### config.mk
export PLATFORM = sky130hd
export DESIGN_NAME = pnp_nvm_port
export DESIGN_NICKNAME = d
export VERILOG_FILES = /design/src/shared/pnp_pkg.sv /design/src/core/pnp_busy_timer.sv /design/src/core/pnp_nvm_port.sv
export SDC_FILE = /design/constraint.sdc
export NUM_CORES = 1
export LEC_CHECK = 0
export CORE_MARGIN = 3
export CORE_UTILIZATION = 59
export DETAILED_ROUTE_END_ITERATION = 12
export DONT_BUFFER_PORTS = 1
export PLACE_DENSITY = 0.75
export SLEW_MARGIN = 20
export SYNTH_ARGS = -nofsm -noshare
export SYNTH_HDL_FRONTEND = slang
export SYNTH_SLANG_ARGS = --single-unit
export TNS_END_PERCENT = 30
### constraint.sdc
create_clock -name CLK -period 4.5 [get_ports CLK]
set_input_delay 0.225 -clock CLK [delete_from_list [all_inputs] [get_ports CLK]]
set_output_delay 0.225 -clock CLK [all_outputs]
set_load 0.02 [all_outputs]
### src/shared/pnp_pkg.sv
package pnp_pkg;

    // Clock rate used to turn times into cycle counts.
    localparam int unsigned CLK_MHZ = 200;

    // Least hold time of the entry pattern after high voltage appears.
    localparam int unsigned ENTRY_HOLD_NS = 10000;
    localparam int unsigned ENTRY_HOLD_CYC = (ENTRY_HOLD_NS * CLK_MHZ + 999) / 1000;

    // Least busy times for a page write and for a chip erase.
    localparam int unsigned PAGE_BUSY_NS = 3700000;
    localparam int unsigned PAGE_BUSY_CYC = (PAGE_BUSY_NS * CLK_MHZ + 999) / 1000;
    localparam int unsigned ERASE_BUSY_NS = 7500000;
    localparam int unsigned ERASE_BUSY_CYC = (ERASE_BUSY_NS * CLK_MHZ + 999) / 1000;

    localparam int unsigned TMR_W = 21;
    localparam int unsigned ENTRY_CNT_W = 12;

    // Mode-entry pattern on latch, action high, action low, byte select one.
    localparam logic [3:0] ENTRY_PATTERN = 4'h0;

    // Action codes for a load pulse.
    localparam logic [1:0] ACT_ADDR = 2'h0;
    localparam logic [1:0] ACT_DATA = 2'h1;
    localparam logic [1:0] ACT_CMD = 2'h2;
    localparam logic [1:0] ACT_IDLE = 2'h3;

    // Command bytes.
    localparam logic [7:0] CMD_CHIP_ERASE = 8'h80;
    localparam logic [7:0] CMD_WRITE_FLASH = 8'h10;
    localparam logic [7:0] CMD_WRITE_EEPROM = 8'h11;
    localparam logic [7:0] CMD_NOP = 8'h00;

    // Values after reset.
    localparam logic [7:0] CMD_RST = 8'h00;
    localparam logic [7:0] BYTE_RST = 8'h00;

    // Memory geometry.
    localparam int unsigned FLASH_ADDR_W = 12;
    localparam int unsigned EE_ADDR_W = 9;
    localparam int unsigned FLASH_PAGE_WORDS = 32;
    localparam int unsigned EE_PAGE_BYTES = 4;

    typedef enum logic [2:0] {
        ST_IDLE = 3'h0,
        ST_WRPAGE = 3'h1,
        ST_WAIT = 3'h3,
        ST_ERASE = 3'h2,
        ST_LOCK = 3'h6
    } pnp_state_e;

    typedef struct packed {
        logic [7:0] data;
        logic action_hi;
        logic action_lo;
        logic byte_sel_one;
        logic byte_sel_two;
        logic buffer_latch;
        logic load_pulse;
        logic write_n;
    } pnp_pins_s;

    typedef struct packed {
        logic we;
        logic sel_eeprom;
        logic [FLASH_ADDR_W-1:0] addr;
        logic [15:0] wdata;
        logic erase_flash;
        logic erase_eeprom;
        logic lock_clear;
    } pnp_nvm_req_s;

endpackage : pnp_pkg

### src/core/pnp_busy_timer.sv
`timescale 1ns/1ps
module pnp_busy_timer #(
    parameter int unsigned CNT_W = pnp_pkg::TMR_W
) (
    input wire logic clk,
    input wire logic srst,
    input wire logic start,
    input wire logic [CNT_W-1:0] load_val,
    output logic done
);

    logic [CNT_W-1:0] cnt_ff;
    logic [CNT_W-1:0] nxt_cnt;
    logic run_ff;
    logic nxt_run;
    logic done_ff;
    logic nxt_done;

    initial
    begin
        if (CNT_W < 2)
        begin
            $error("pnp_busy_timer: counter too narrow");
        end
    end

    // A load of zero is treated as one so the timer always ends.
    always_comb
    begin
        nxt_cnt = cnt_ff;
        nxt_run = run_ff;
        nxt_done = 1'b0;
        if (start)
        begin
            nxt_cnt = (load_val == '0) ? CNT_W'(1) : load_val;
            nxt_run = 1'b1;
        end
        else if (run_ff)
        begin
            if (cnt_ff == CNT_W'(1))
            begin
                nxt_run = 1'b0;
                nxt_done = 1'b1;
            end
            nxt_cnt = cnt_ff - CNT_W'(1);
        end
    end

    always_ff @(posedge clk)
    begin
        if (srst)
        begin
            cnt_ff <= '0;
            run_ff <= 1'b0;
            done_ff <= 1'b0;
        end
        else
        begin
            cnt_ff <= nxt_cnt;
            run_ff <= nxt_run;
            done_ff <= nxt_done;
        end
    end

    assign done = done_ff;

endmodule : pnp_busy_timer

### src/core/pnp_nvm_port.sv
`timescale 1ns/1ps
module pnp_nvm_port #(
    parameter int unsigned PAGE_BUSY_CYCLES = pnp_pkg::PAGE_BUSY_CYC,
    parameter int unsigned ERASE_BUSY_CYCLES = pnp_pkg::ERASE_BUSY_CYC,
    parameter int unsigned FLASH_PAGE_WORDS = pnp_pkg::FLASH_PAGE_WORDS,
    parameter int unsigned EE_PAGE_BYTES = pnp_pkg::EE_PAGE_BYTES
) (
    input wire logic CLK,
    input wire logic SRST,
    input wire logic HV_RESET_ACTIVE,
    input wire logic KEEP_NV_DATA_FUSE,
    input wire pnp_pkg::pnp_pins_s PINS,
    output logic PROG_MODE,
    output logic PROG_DONE_FLAG,
    output pnp_pkg::pnp_nvm_req_s NVM_REQ
);

    localparam int unsigned FW = $clog2(FLASH_PAGE_WORDS);
    localparam int unsigned EW = $clog2(EE_PAGE_BYTES);
    localparam int unsigned IDX_W = (FW > EW) ? FW : EW;

    initial
    begin
        if (FLASH_PAGE_WORDS < 2 || FLASH_PAGE_WORDS > 256 ||
            (1 << FW) != FLASH_PAGE_WORDS)
        begin
            $error("pnp_nvm_port: flash page must be a power of two up to 256");
        end
        if (EE_PAGE_BYTES < 2 || EE_PAGE_BYTES > 256 || (1 << EW) != EE_PAGE_BYTES)
        begin
            $error("pnp_nvm_port: EEPROM page must be a power of two up to 256");
        end
        if (PAGE_BUSY_CYCLES < 1 || PAGE_BUSY_CYCLES >= (1 << pnp_pkg::TMR_W) ||
            ERASE_BUSY_CYCLES < 1 || ERASE_BUSY_CYCLES >= (1 << pnp_pkg::TMR_W))
        begin
            $error("pnp_nvm_port: busy count out of timer range");
        end
    end

    // Mode entry and exit.
    logic [pnp_pkg::ENTRY_CNT_W-1:0] entry_cnt_ff;
    logic [pnp_pkg::ENTRY_CNT_W-1:0] nxt_entry_cnt;
    logic prog_mode_ff;
    logic nxt_prog_mode;
    logic [3:0] entry_pins;

    assign entry_pins = {PINS.buffer_latch, PINS.action_hi, PINS.action_lo, PINS.byte_sel_one};

    // The pattern is judged on the last cycle of the hold window, so a
    // programmer that changes it early is simply not admitted.
    always_comb
    begin
        nxt_entry_cnt = entry_cnt_ff;
        nxt_prog_mode = prog_mode_ff;
        if (!HV_RESET_ACTIVE)
        begin
            nxt_entry_cnt = '0;
            nxt_prog_mode = 1'b0;
        end
        else if (entry_cnt_ff < pnp_pkg::ENTRY_CNT_W'(pnp_pkg::ENTRY_HOLD_CYC))
        begin
            nxt_entry_cnt = entry_cnt_ff + pnp_pkg::ENTRY_CNT_W'(1);
            if (entry_cnt_ff == pnp_pkg::ENTRY_CNT_W'(pnp_pkg::ENTRY_HOLD_CYC - 1) &&
                entry_pins == pnp_pkg::ENTRY_PATTERN)
            begin
                nxt_prog_mode = 1'b1;
            end
        end
    end

    always_ff @(posedge CLK)
    begin
        if (SRST)
        begin
            entry_cnt_ff <= '0;
            prog_mode_ff <= 1'b0;
        end
        else
        begin
            entry_cnt_ff <= nxt_entry_cnt;
            prog_mode_ff <= nxt_prog_mode;
        end
    end

    // Strobe edges.
    logic load_prev_ff;
    logic latch_prev_ff;
    logic wr_prev_ff;
    logic load_rise;
    logic latch_rise;
    logic wr_fall;
    pnp_pkg::pnp_state_e state_ff;
    pnp_pkg::pnp_state_e nxt_state;
    logic accept;

    // Strobes seen while busy are dropped; their effect would be undefined.
    assign accept = prog_mode_ff && (state_ff == pnp_pkg::ST_IDLE);
    assign load_rise = accept && PINS.load_pulse && !load_prev_ff;
    assign latch_rise = accept && PINS.buffer_latch && !latch_prev_ff;
    assign wr_fall = accept && !PINS.write_n && wr_prev_ff;

    always_ff @(posedge CLK)
    begin
        if (SRST)
        begin
            load_prev_ff <= 1'b0;
            latch_prev_ff <= 1'b0;
            wr_prev_ff <= 1'b1;
        end
        else
        begin
            load_prev_ff <= PINS.load_pulse;
            latch_prev_ff <= PINS.buffer_latch;
            wr_prev_ff <= PINS.write_n;
        end
    end

    // Command, address and data holding registers.
    logic [7:0] cmd_ff;
    logic [7:0] nxt_cmd;
    logic [7:0] addr_lo_ff;
    logic [7:0] nxt_addr_lo;
    logic [7:0] addr_hi_ff;
    logic [7:0] nxt_addr_hi;
    logic [7:0] data_lo_ff;
    logic [7:0] nxt_data_lo;
    logic [7:0] data_hi_ff;
    logic [7:0] nxt_data_hi;
    logic wr_armed_ff;
    logic nxt_wr_armed;

    always_comb
    begin
        nxt_cmd = cmd_ff;
        nxt_addr_lo = addr_lo_ff;
        nxt_addr_hi = addr_hi_ff;
        nxt_data_lo = data_lo_ff;
        nxt_data_hi = data_hi_ff;
        nxt_wr_armed = wr_armed_ff;
        if (!prog_mode_ff)
        begin
            nxt_cmd = pnp_pkg::CMD_RST;
            nxt_wr_armed = 1'b0;
        end
        else if (load_rise)
        begin
            case ({PINS.action_hi, PINS.action_lo})
                pnp_pkg::ACT_CMD:
                begin
                    if (!PINS.byte_sel_one)
                    begin
                        nxt_cmd = PINS.data;
                        nxt_wr_armed = (PINS.data == pnp_pkg::CMD_WRITE_FLASH) ||
                                       (PINS.data == pnp_pkg::CMD_WRITE_EEPROM);
                    end
                end
                pnp_pkg::ACT_ADDR:
                begin
                    if (PINS.byte_sel_one)
                    begin
                        nxt_addr_hi = PINS.data;
                    end
                    else
                    begin
                        nxt_addr_lo = PINS.data;
                    end
                end
                pnp_pkg::ACT_DATA:
                begin
                    if (PINS.byte_sel_one)
                    begin
                        nxt_data_hi = PINS.data;
                    end
                    else
                    begin
                        nxt_data_lo = PINS.data;
                    end
                end
                default:
                begin
                    nxt_cmd = cmd_ff;
                end
            endcase
        end
    end

    always_ff @(posedge CLK)
    begin
        if (SRST)
        begin
            cmd_ff <= pnp_pkg::CMD_RST;
            addr_lo_ff <= pnp_pkg::BYTE_RST;
            addr_hi_ff <= pnp_pkg::BYTE_RST;
            data_lo_ff <= pnp_pkg::BYTE_RST;
            data_hi_ff <= pnp_pkg::BYTE_RST;
            wr_armed_ff <= 1'b0;
        end
        else
        begin
            cmd_ff <= nxt_cmd;
            addr_lo_ff <= nxt_addr_lo;
            addr_hi_ff <= nxt_addr_hi;
            data_lo_ff <= nxt_data_lo;
            data_hi_ff <= nxt_data_hi;
            wr_armed_ff <= nxt_wr_armed;
        end
    end

    // Page buffers; each holds exactly one page.
    logic [15:0] flash_buf_ff [FLASH_PAGE_WORDS];
    logic [7:0] ee_buf_ff [EE_PAGE_BYTES];
    logic [FW-1:0] flash_word_idx;
    logic [EW-1:0] ee_byte_idx;

    assign flash_word_idx = addr_lo_ff[FW-1:0];
    assign ee_byte_idx = addr_lo_ff[EW-1:0];

    generate
        for (genvar gi = 0; gi < FLASH_PAGE_WORDS; gi++)
        begin : g_flash_buf
            always_ff @(posedge CLK)
            begin
                if (SRST)
                begin
                    flash_buf_ff[gi] <= 16'hFFFF;
                end
                else if (latch_rise && PINS.byte_sel_one && wr_armed_ff &&
                         cmd_ff == pnp_pkg::CMD_WRITE_FLASH && flash_word_idx == FW'(gi))
                begin
                    flash_buf_ff[gi] <= {data_hi_ff, data_lo_ff};
                end
            end
        end
        for (genvar gj = 0; gj < EE_PAGE_BYTES; gj++)
        begin : g_ee_buf
            always_ff @(posedge CLK)
            begin
                if (SRST)
                begin
                    ee_buf_ff[gj] <= 8'hFF;
                end
                else if (latch_rise && wr_armed_ff &&
                         cmd_ff == pnp_pkg::CMD_WRITE_EEPROM && ee_byte_idx == EW'(gj))
                begin
                    ee_buf_ff[gj] <= data_lo_ff;
                end
            end
        end
    endgenerate

    // Sequencer.
    logic [IDX_W-1:0] idx_ff;
    logic [IDX_W-1:0] nxt_idx;
    logic sel_ee_ff;
    logic nxt_sel_ee;
    logic done_flag_ff;
    logic nxt_done_flag;
    logic tmr_start_ff;
    logic nxt_tmr_start;
    logic [pnp_pkg::TMR_W-1:0] tmr_load_ff;
    logic [pnp_pkg::TMR_W-1:0] nxt_tmr_load;
    logic tmr_done;
    pnp_pkg::pnp_nvm_req_s req_ff;
    pnp_pkg::pnp_nvm_req_s nxt_req;
    logic [pnp_pkg::FLASH_ADDR_W-1:0] flash_addr;
    logic [pnp_pkg::EE_ADDR_W-1:0] ee_addr;
    logic last_word;
    logic [15:0] addr_full;

    assign addr_full = {addr_hi_ff, addr_lo_ff};
    assign flash_addr = addr_full[pnp_pkg::FLASH_ADDR_W-1:0];
    assign ee_addr = addr_full[pnp_pkg::EE_ADDR_W-1:0];
    assign last_word = sel_ee_ff ? (idx_ff == IDX_W'(EE_PAGE_BYTES - 1)) :
                                   (idx_ff == IDX_W'(FLASH_PAGE_WORDS - 1));

    // Page words are streamed one per cycle; the busy time is counted only
    // after the stream, which costs a few cycles but keeps one timer.
    always_comb
    begin
        nxt_state = state_ff;
        nxt_idx = idx_ff;
        nxt_sel_ee = sel_ee_ff;
        nxt_tmr_start = 1'b0;
        nxt_tmr_load = tmr_load_ff;
        nxt_req = '0;
        case (state_ff)
            pnp_pkg::ST_IDLE:
            begin
                if (wr_fall && cmd_ff == pnp_pkg::CMD_CHIP_ERASE)
                begin
                    nxt_state = pnp_pkg::ST_ERASE;
                    nxt_req.erase_flash = 1'b1;
                    nxt_req.erase_eeprom = !KEEP_NV_DATA_FUSE;
                    nxt_tmr_start = 1'b1;
                    nxt_tmr_load = pnp_pkg::TMR_W'(ERASE_BUSY_CYCLES);
                end
                else if (wr_fall && wr_armed_ff && cmd_ff == pnp_pkg::CMD_WRITE_FLASH)
                begin
                    nxt_state = pnp_pkg::ST_WRPAGE;
                    nxt_sel_ee = 1'b0;
                    nxt_idx = '0;
                end
                else if (wr_fall && wr_armed_ff && !PINS.byte_sel_one &&
                         cmd_ff == pnp_pkg::CMD_WRITE_EEPROM)
                begin
                    nxt_state = pnp_pkg::ST_WRPAGE;
                    nxt_sel_ee = 1'b1;
                    nxt_idx = '0;
                end
            end
            pnp_pkg::ST_WRPAGE:
            begin
                nxt_req.we = 1'b1;
                nxt_req.sel_eeprom = sel_ee_ff;
                if (sel_ee_ff)
                begin
                    nxt_req.addr = pnp_pkg::FLASH_ADDR_W'({ee_addr[pnp_pkg::EE_ADDR_W-1:EW],
                                                            idx_ff[EW-1:0]});
                    nxt_req.wdata = {8'h00, ee_buf_ff[idx_ff[EW-1:0]]};
                end
                else
                begin
                    nxt_req.addr = {flash_addr[pnp_pkg::FLASH_ADDR_W-1:FW],
                                    idx_ff[FW-1:0]};
                    nxt_req.wdata = flash_buf_ff[idx_ff[FW-1:0]];
                end
                nxt_idx = idx_ff + IDX_W'(1);
                if (last_word)
                begin
                    nxt_state = pnp_pkg::ST_WAIT;
                    nxt_tmr_start = 1'b1;
                    nxt_tmr_load = pnp_pkg::TMR_W'(PAGE_BUSY_CYCLES);
                end
            end
            pnp_pkg::ST_WAIT:
            begin
                if (tmr_done)
                begin
                    nxt_state = pnp_pkg::ST_IDLE;
                end
            end
            pnp_pkg::ST_ERASE:
            begin
                if (tmr_done)
                begin
                    nxt_state = pnp_pkg::ST_LOCK;
                end
            end
            pnp_pkg::ST_LOCK:
            begin
                nxt_req.lock_clear = 1'b1;
                nxt_state = pnp_pkg::ST_IDLE;
            end
            default:
            begin
                nxt_state = pnp_pkg::ST_IDLE;
            end
        endcase
        if (!prog_mode_ff)
        begin
            nxt_state = pnp_pkg::ST_IDLE;
            nxt_req = '0;
            nxt_tmr_start = 1'b0;
        end
        nxt_done_flag = (nxt_state == pnp_pkg::ST_IDLE);
    end

    always_ff @(posedge CLK)
    begin
        if (SRST)
        begin
            state_ff <= pnp_pkg::ST_IDLE;
            idx_ff <= '0;
            sel_ee_ff <= 1'b0;
            done_flag_ff <= 1'b1;
            tmr_start_ff <= 1'b0;
            tmr_load_ff <= '0;
            req_ff <= '0;
        end
        else
        begin
            state_ff <= nxt_state;
            idx_ff <= nxt_idx;
            sel_ee_ff <= nxt_sel_ee;
            done_flag_ff <= nxt_done_flag;
            tmr_start_ff <= nxt_tmr_start;
            tmr_load_ff <= nxt_tmr_load;
            req_ff <= nxt_req;
        end
    end

    pnp_busy_timer #(
        .CNT_W(pnp_pkg::TMR_W)
    ) u_busy_timer (
        .clk(CLK),
        .srst(SRST),
        .start(tmr_start_ff),
        .load_val(tmr_load_ff),
        .done(tmr_done)
    );

    assign PROG_MODE = prog_mode_ff;
    assign PROG_DONE_FLAG = done_flag_ff;
    assign NVM_REQ = req_ff;

endmodule : pnp_nvm_port

==> flow_summary.toml <==
[timing]
setup_viol = 0
grt_setup_unrepaired = "false"
tns_ns = 0
hold_slack_ns = 0.0255
slew_headroom = 0.266
period_share = 0.821
fin_skew_ns = 0.0344
finalCriticalPeriod_ns = 3.70
hold_violations = 0
max_freq_mhz = 271
worstMarginPinSlew_ns = 1.09
maxSlewViolCount = 0

[detailed_routing]
vias = 19112
viasPerCell = 6.70
ant_nets = 0
first_iter_violations = 2639
drtPass1Iterations = 6
wire_per_inst_um = 26.2
drcViolationCount = 0
wirelength_um = 74700

[global_routing]
use_met3 = 0.0774
top_usage_layer = "met2"
grt-ovfl-total = 0
grt_antenna_before_repair = 4
grt_usage = 0.288
use_met1 = 0.390
grt_max_degree = 86
grt_pass1_vias = 19298
use_met2 = 0.451
grt_pass1_wl_um = 114000

[die]
dieHeight_um = 229
core-area_um2 = 48300
initial_core_util = 0.605
fp.dieW_um = 229
die-area_um2 = 52300
boundaryPins = 54
row_count = 80

[synth]
ys_types = 54
ys_ff_latch = 672
yosys.cell_count.top_type = "edfxtp_1"
ys_seq_area_frac = 0.646
yosysTopAreaCell = "edfxtp_1"
synth_area_leaders = "edfxtp_1 (56%), mux4_2 (9.2%), dfxtp_1 (8.8%), nand3_1 (7.0%), nand2_1 (2.3%)"
async_flop_share = 0
netlist_instances = 2212
yosys_warnings = 0
synth_common_cells = "edfxtp_1 (544), nand3_1 (408), nand2_1 (177)"
synthFlopType = "edfxtp_1"
syn-cell-area_um2 = 29200
synth_enable_flop_cells = 544
syn_avg_cell_area_um2 = 13.2
synth_top_area_share = 0.559
synth_nets = 2235

[final_layout]
num-nets-final = 2167
n_fill_cell = 3370
stdcell_area_um2 = 32200
syn2layout_area_growth_pct = 9.98
multiInputGateArea_um2 = 9550
seqCellArea_um2 = 18900
layout-drive-gt1-share = 0.164

[setup_path]
path_cells = "nor4b_2, nand4_1, nor2_4, a21o_1"
r2r_slack_ns = 0.80
cp.buffers_inverters = 0
path_class = "reg -> reg"
cp.required_ns = 4.72
critPathMaxStageDelay_ns = 0.73
cp-startpoint = "PROG_MODE"
rr_startpoint = "PROG_MODE"
r2r_cells = 4
crit_family = "simple AND/OR/NAND/NOR gates"
r2r-end = "flash_buf_ff[31][10]"
path_max_fanout = 17
start_kind = "flop"
cp_slowest_cell = "nand4_1"
critical_path_arrival_ns = 3.92
worstSetupEndpointType = "flop"

[clock_tree]
hold_buffers = 24
post_cts_resized = 0
path_clk_slew_ns = 0.06
cts_tree = "done"
htreeDepth = 3
clock_sinks = 672
cts_root_buffer = "clkbuf_16"
cts_buffer_depth = 3
post_cts_buffers = 0
cts_buffers = 68
clock_latency_ns = 0.61

[placed_design]
io_buffers = 0
dpl_cell_area_um2 = 29800
dpl.hpwl_um = 45900
gp_congestion = 0.861

[worst_hold_path]
hp-class = "in -> reg"
hp-start = "SRST"
min_to = "flash_buf_ff[9][9]"
holdPathStages = 1

[job]
drv_cap = 0

[pwr]
ir_worst_vdd_uv = 294
power_density_nw_per_um2 = 399
cellLeakagePower_nw = 10.3

[status]
status = "complete, no violations"
-- how the worst max path moves through the flow --
stage	endpoint	slack (ns)	depth (start not counted)
after floorplan	flash_buf_ff[16][0]	0.94	4
after global placement	flash_buf_ff[29][0]	0.97	5
after detailed placement	flash_buf_ff[31][0]	0.90	4
after CTS	flash_buf_ff[31][12]	0.91	5
after global routing	flash_buf_ff[29][1]	0.72	5
final	flash_buf_ff[31][10]	0.80	4
-- flip-flops by register name, summed over array words and instances, names as in the netlist, 4 cells and up, named ones only --
register,flops
addr_lo_ff,8
NVM_REQ,33
addr_hi_ff,4
cmd_ff,8
u_busy_timer.cnt_ff,21
data_hi_ff,8
data_lo_ff,8
flash_buf_ff,512
idx_ff,5
ee_buf_ff,32
entry_cnt_ff,12
-- worst reg2reg max path, cell delays in order, from the launching register on --
cell and delay (ns):
dfxtp_1 0.59, nor4b_2 0.60, nand4_1 0.73, nor2_4 0.67, a21o_1 0.74
-- cell type report --
| class | instances | area share |
|---|---|---|
| Clock buffer | 89 | 0.0586 |
| Antenna cell | 2 | 0.000156 |
| Sequential cell | 672 | 0.588 |
| Timing Repair Buffer | 88 | 0.0234 |
| Inverter | 10 | 0.00117 |
| Clock inverter | 31 | 0.00630 |
| Tap cell | 656 | 0.0255 |
| Multi-Input combinational cell | 1304 | 0.297 |
-- per-layer routing --
metal | part of all wire | vias to the layer above
met5 | 0.00036 | -
met1 | 0.36 | 9441
li1 | - | 8193
met3 | 0.13 | 202
met4 | 0.033 | 4
met2 | 0.48 | 1272
-- cell families after synthesis --
| family | count (synthesis) | synth area share |
|---|---|---|
| and+or+nand+nor | 891 | 0.150 |
| xor gates and xnor gates | 31 | 0.00928 |
| muxes | 184 | 0.114 |
| AOI/OAI and AO/OA | 194 | 0.0446 |
| adders and majority gates | 4 | 0.00171 |
| DFF | 672 | 0.646 |
| buffers and inverters | 236 | 0.0343 |
-- stage by stage --
step | std cells | util | setup slack [ns] | power (mW)
after floorplan | 2212 | - | 0.944 | 7.38
after global placement | 2705 | 0.615 | 0.970 | 7.52
after detailed placement | 2705 | 0.616 | 0.904 | 7.55
after CTS | 2849 | 0.664 | 0.912 | 12.9
after global routing | 2851 | 0.665 | 0.717 | 13.2
final | 2852 | 0.665 | 0.804 | 12.8
-- layout by cell type, fill, tap and decap left out, drive strengths merged, types with 14 or more instances in the layout --
cell type	Yosys	final
mux2i	64	64
buf	89	64
clkbuf	137	89
xor2	18	18
or2	38	38
clkinv	0	24
a21oi	42	42
o21ai	21	21
nor3	49	49
nand2	177	177
dfxtp	128	128
a21o	28	28
dlygate4sd3	0	24
mux4	120	120
a22oi	48	48
nand3	408	408
nor2	121	121
o21a	14	14
nor2b	22	22
edfxtp	544	544
-- report_power, final --
group | leakage (nW) | switching, mW | internal (mW)
Combinational | 2.77 | 0.317 | 0.137
Sequential | 6.52 | 0.0685 | 6.94
Clock | 1.02 | 2.30 | 3.06
Total | 10.3 | 2.69 | 10.1
No activity file was read; power rests on OpenSTA's default activity.
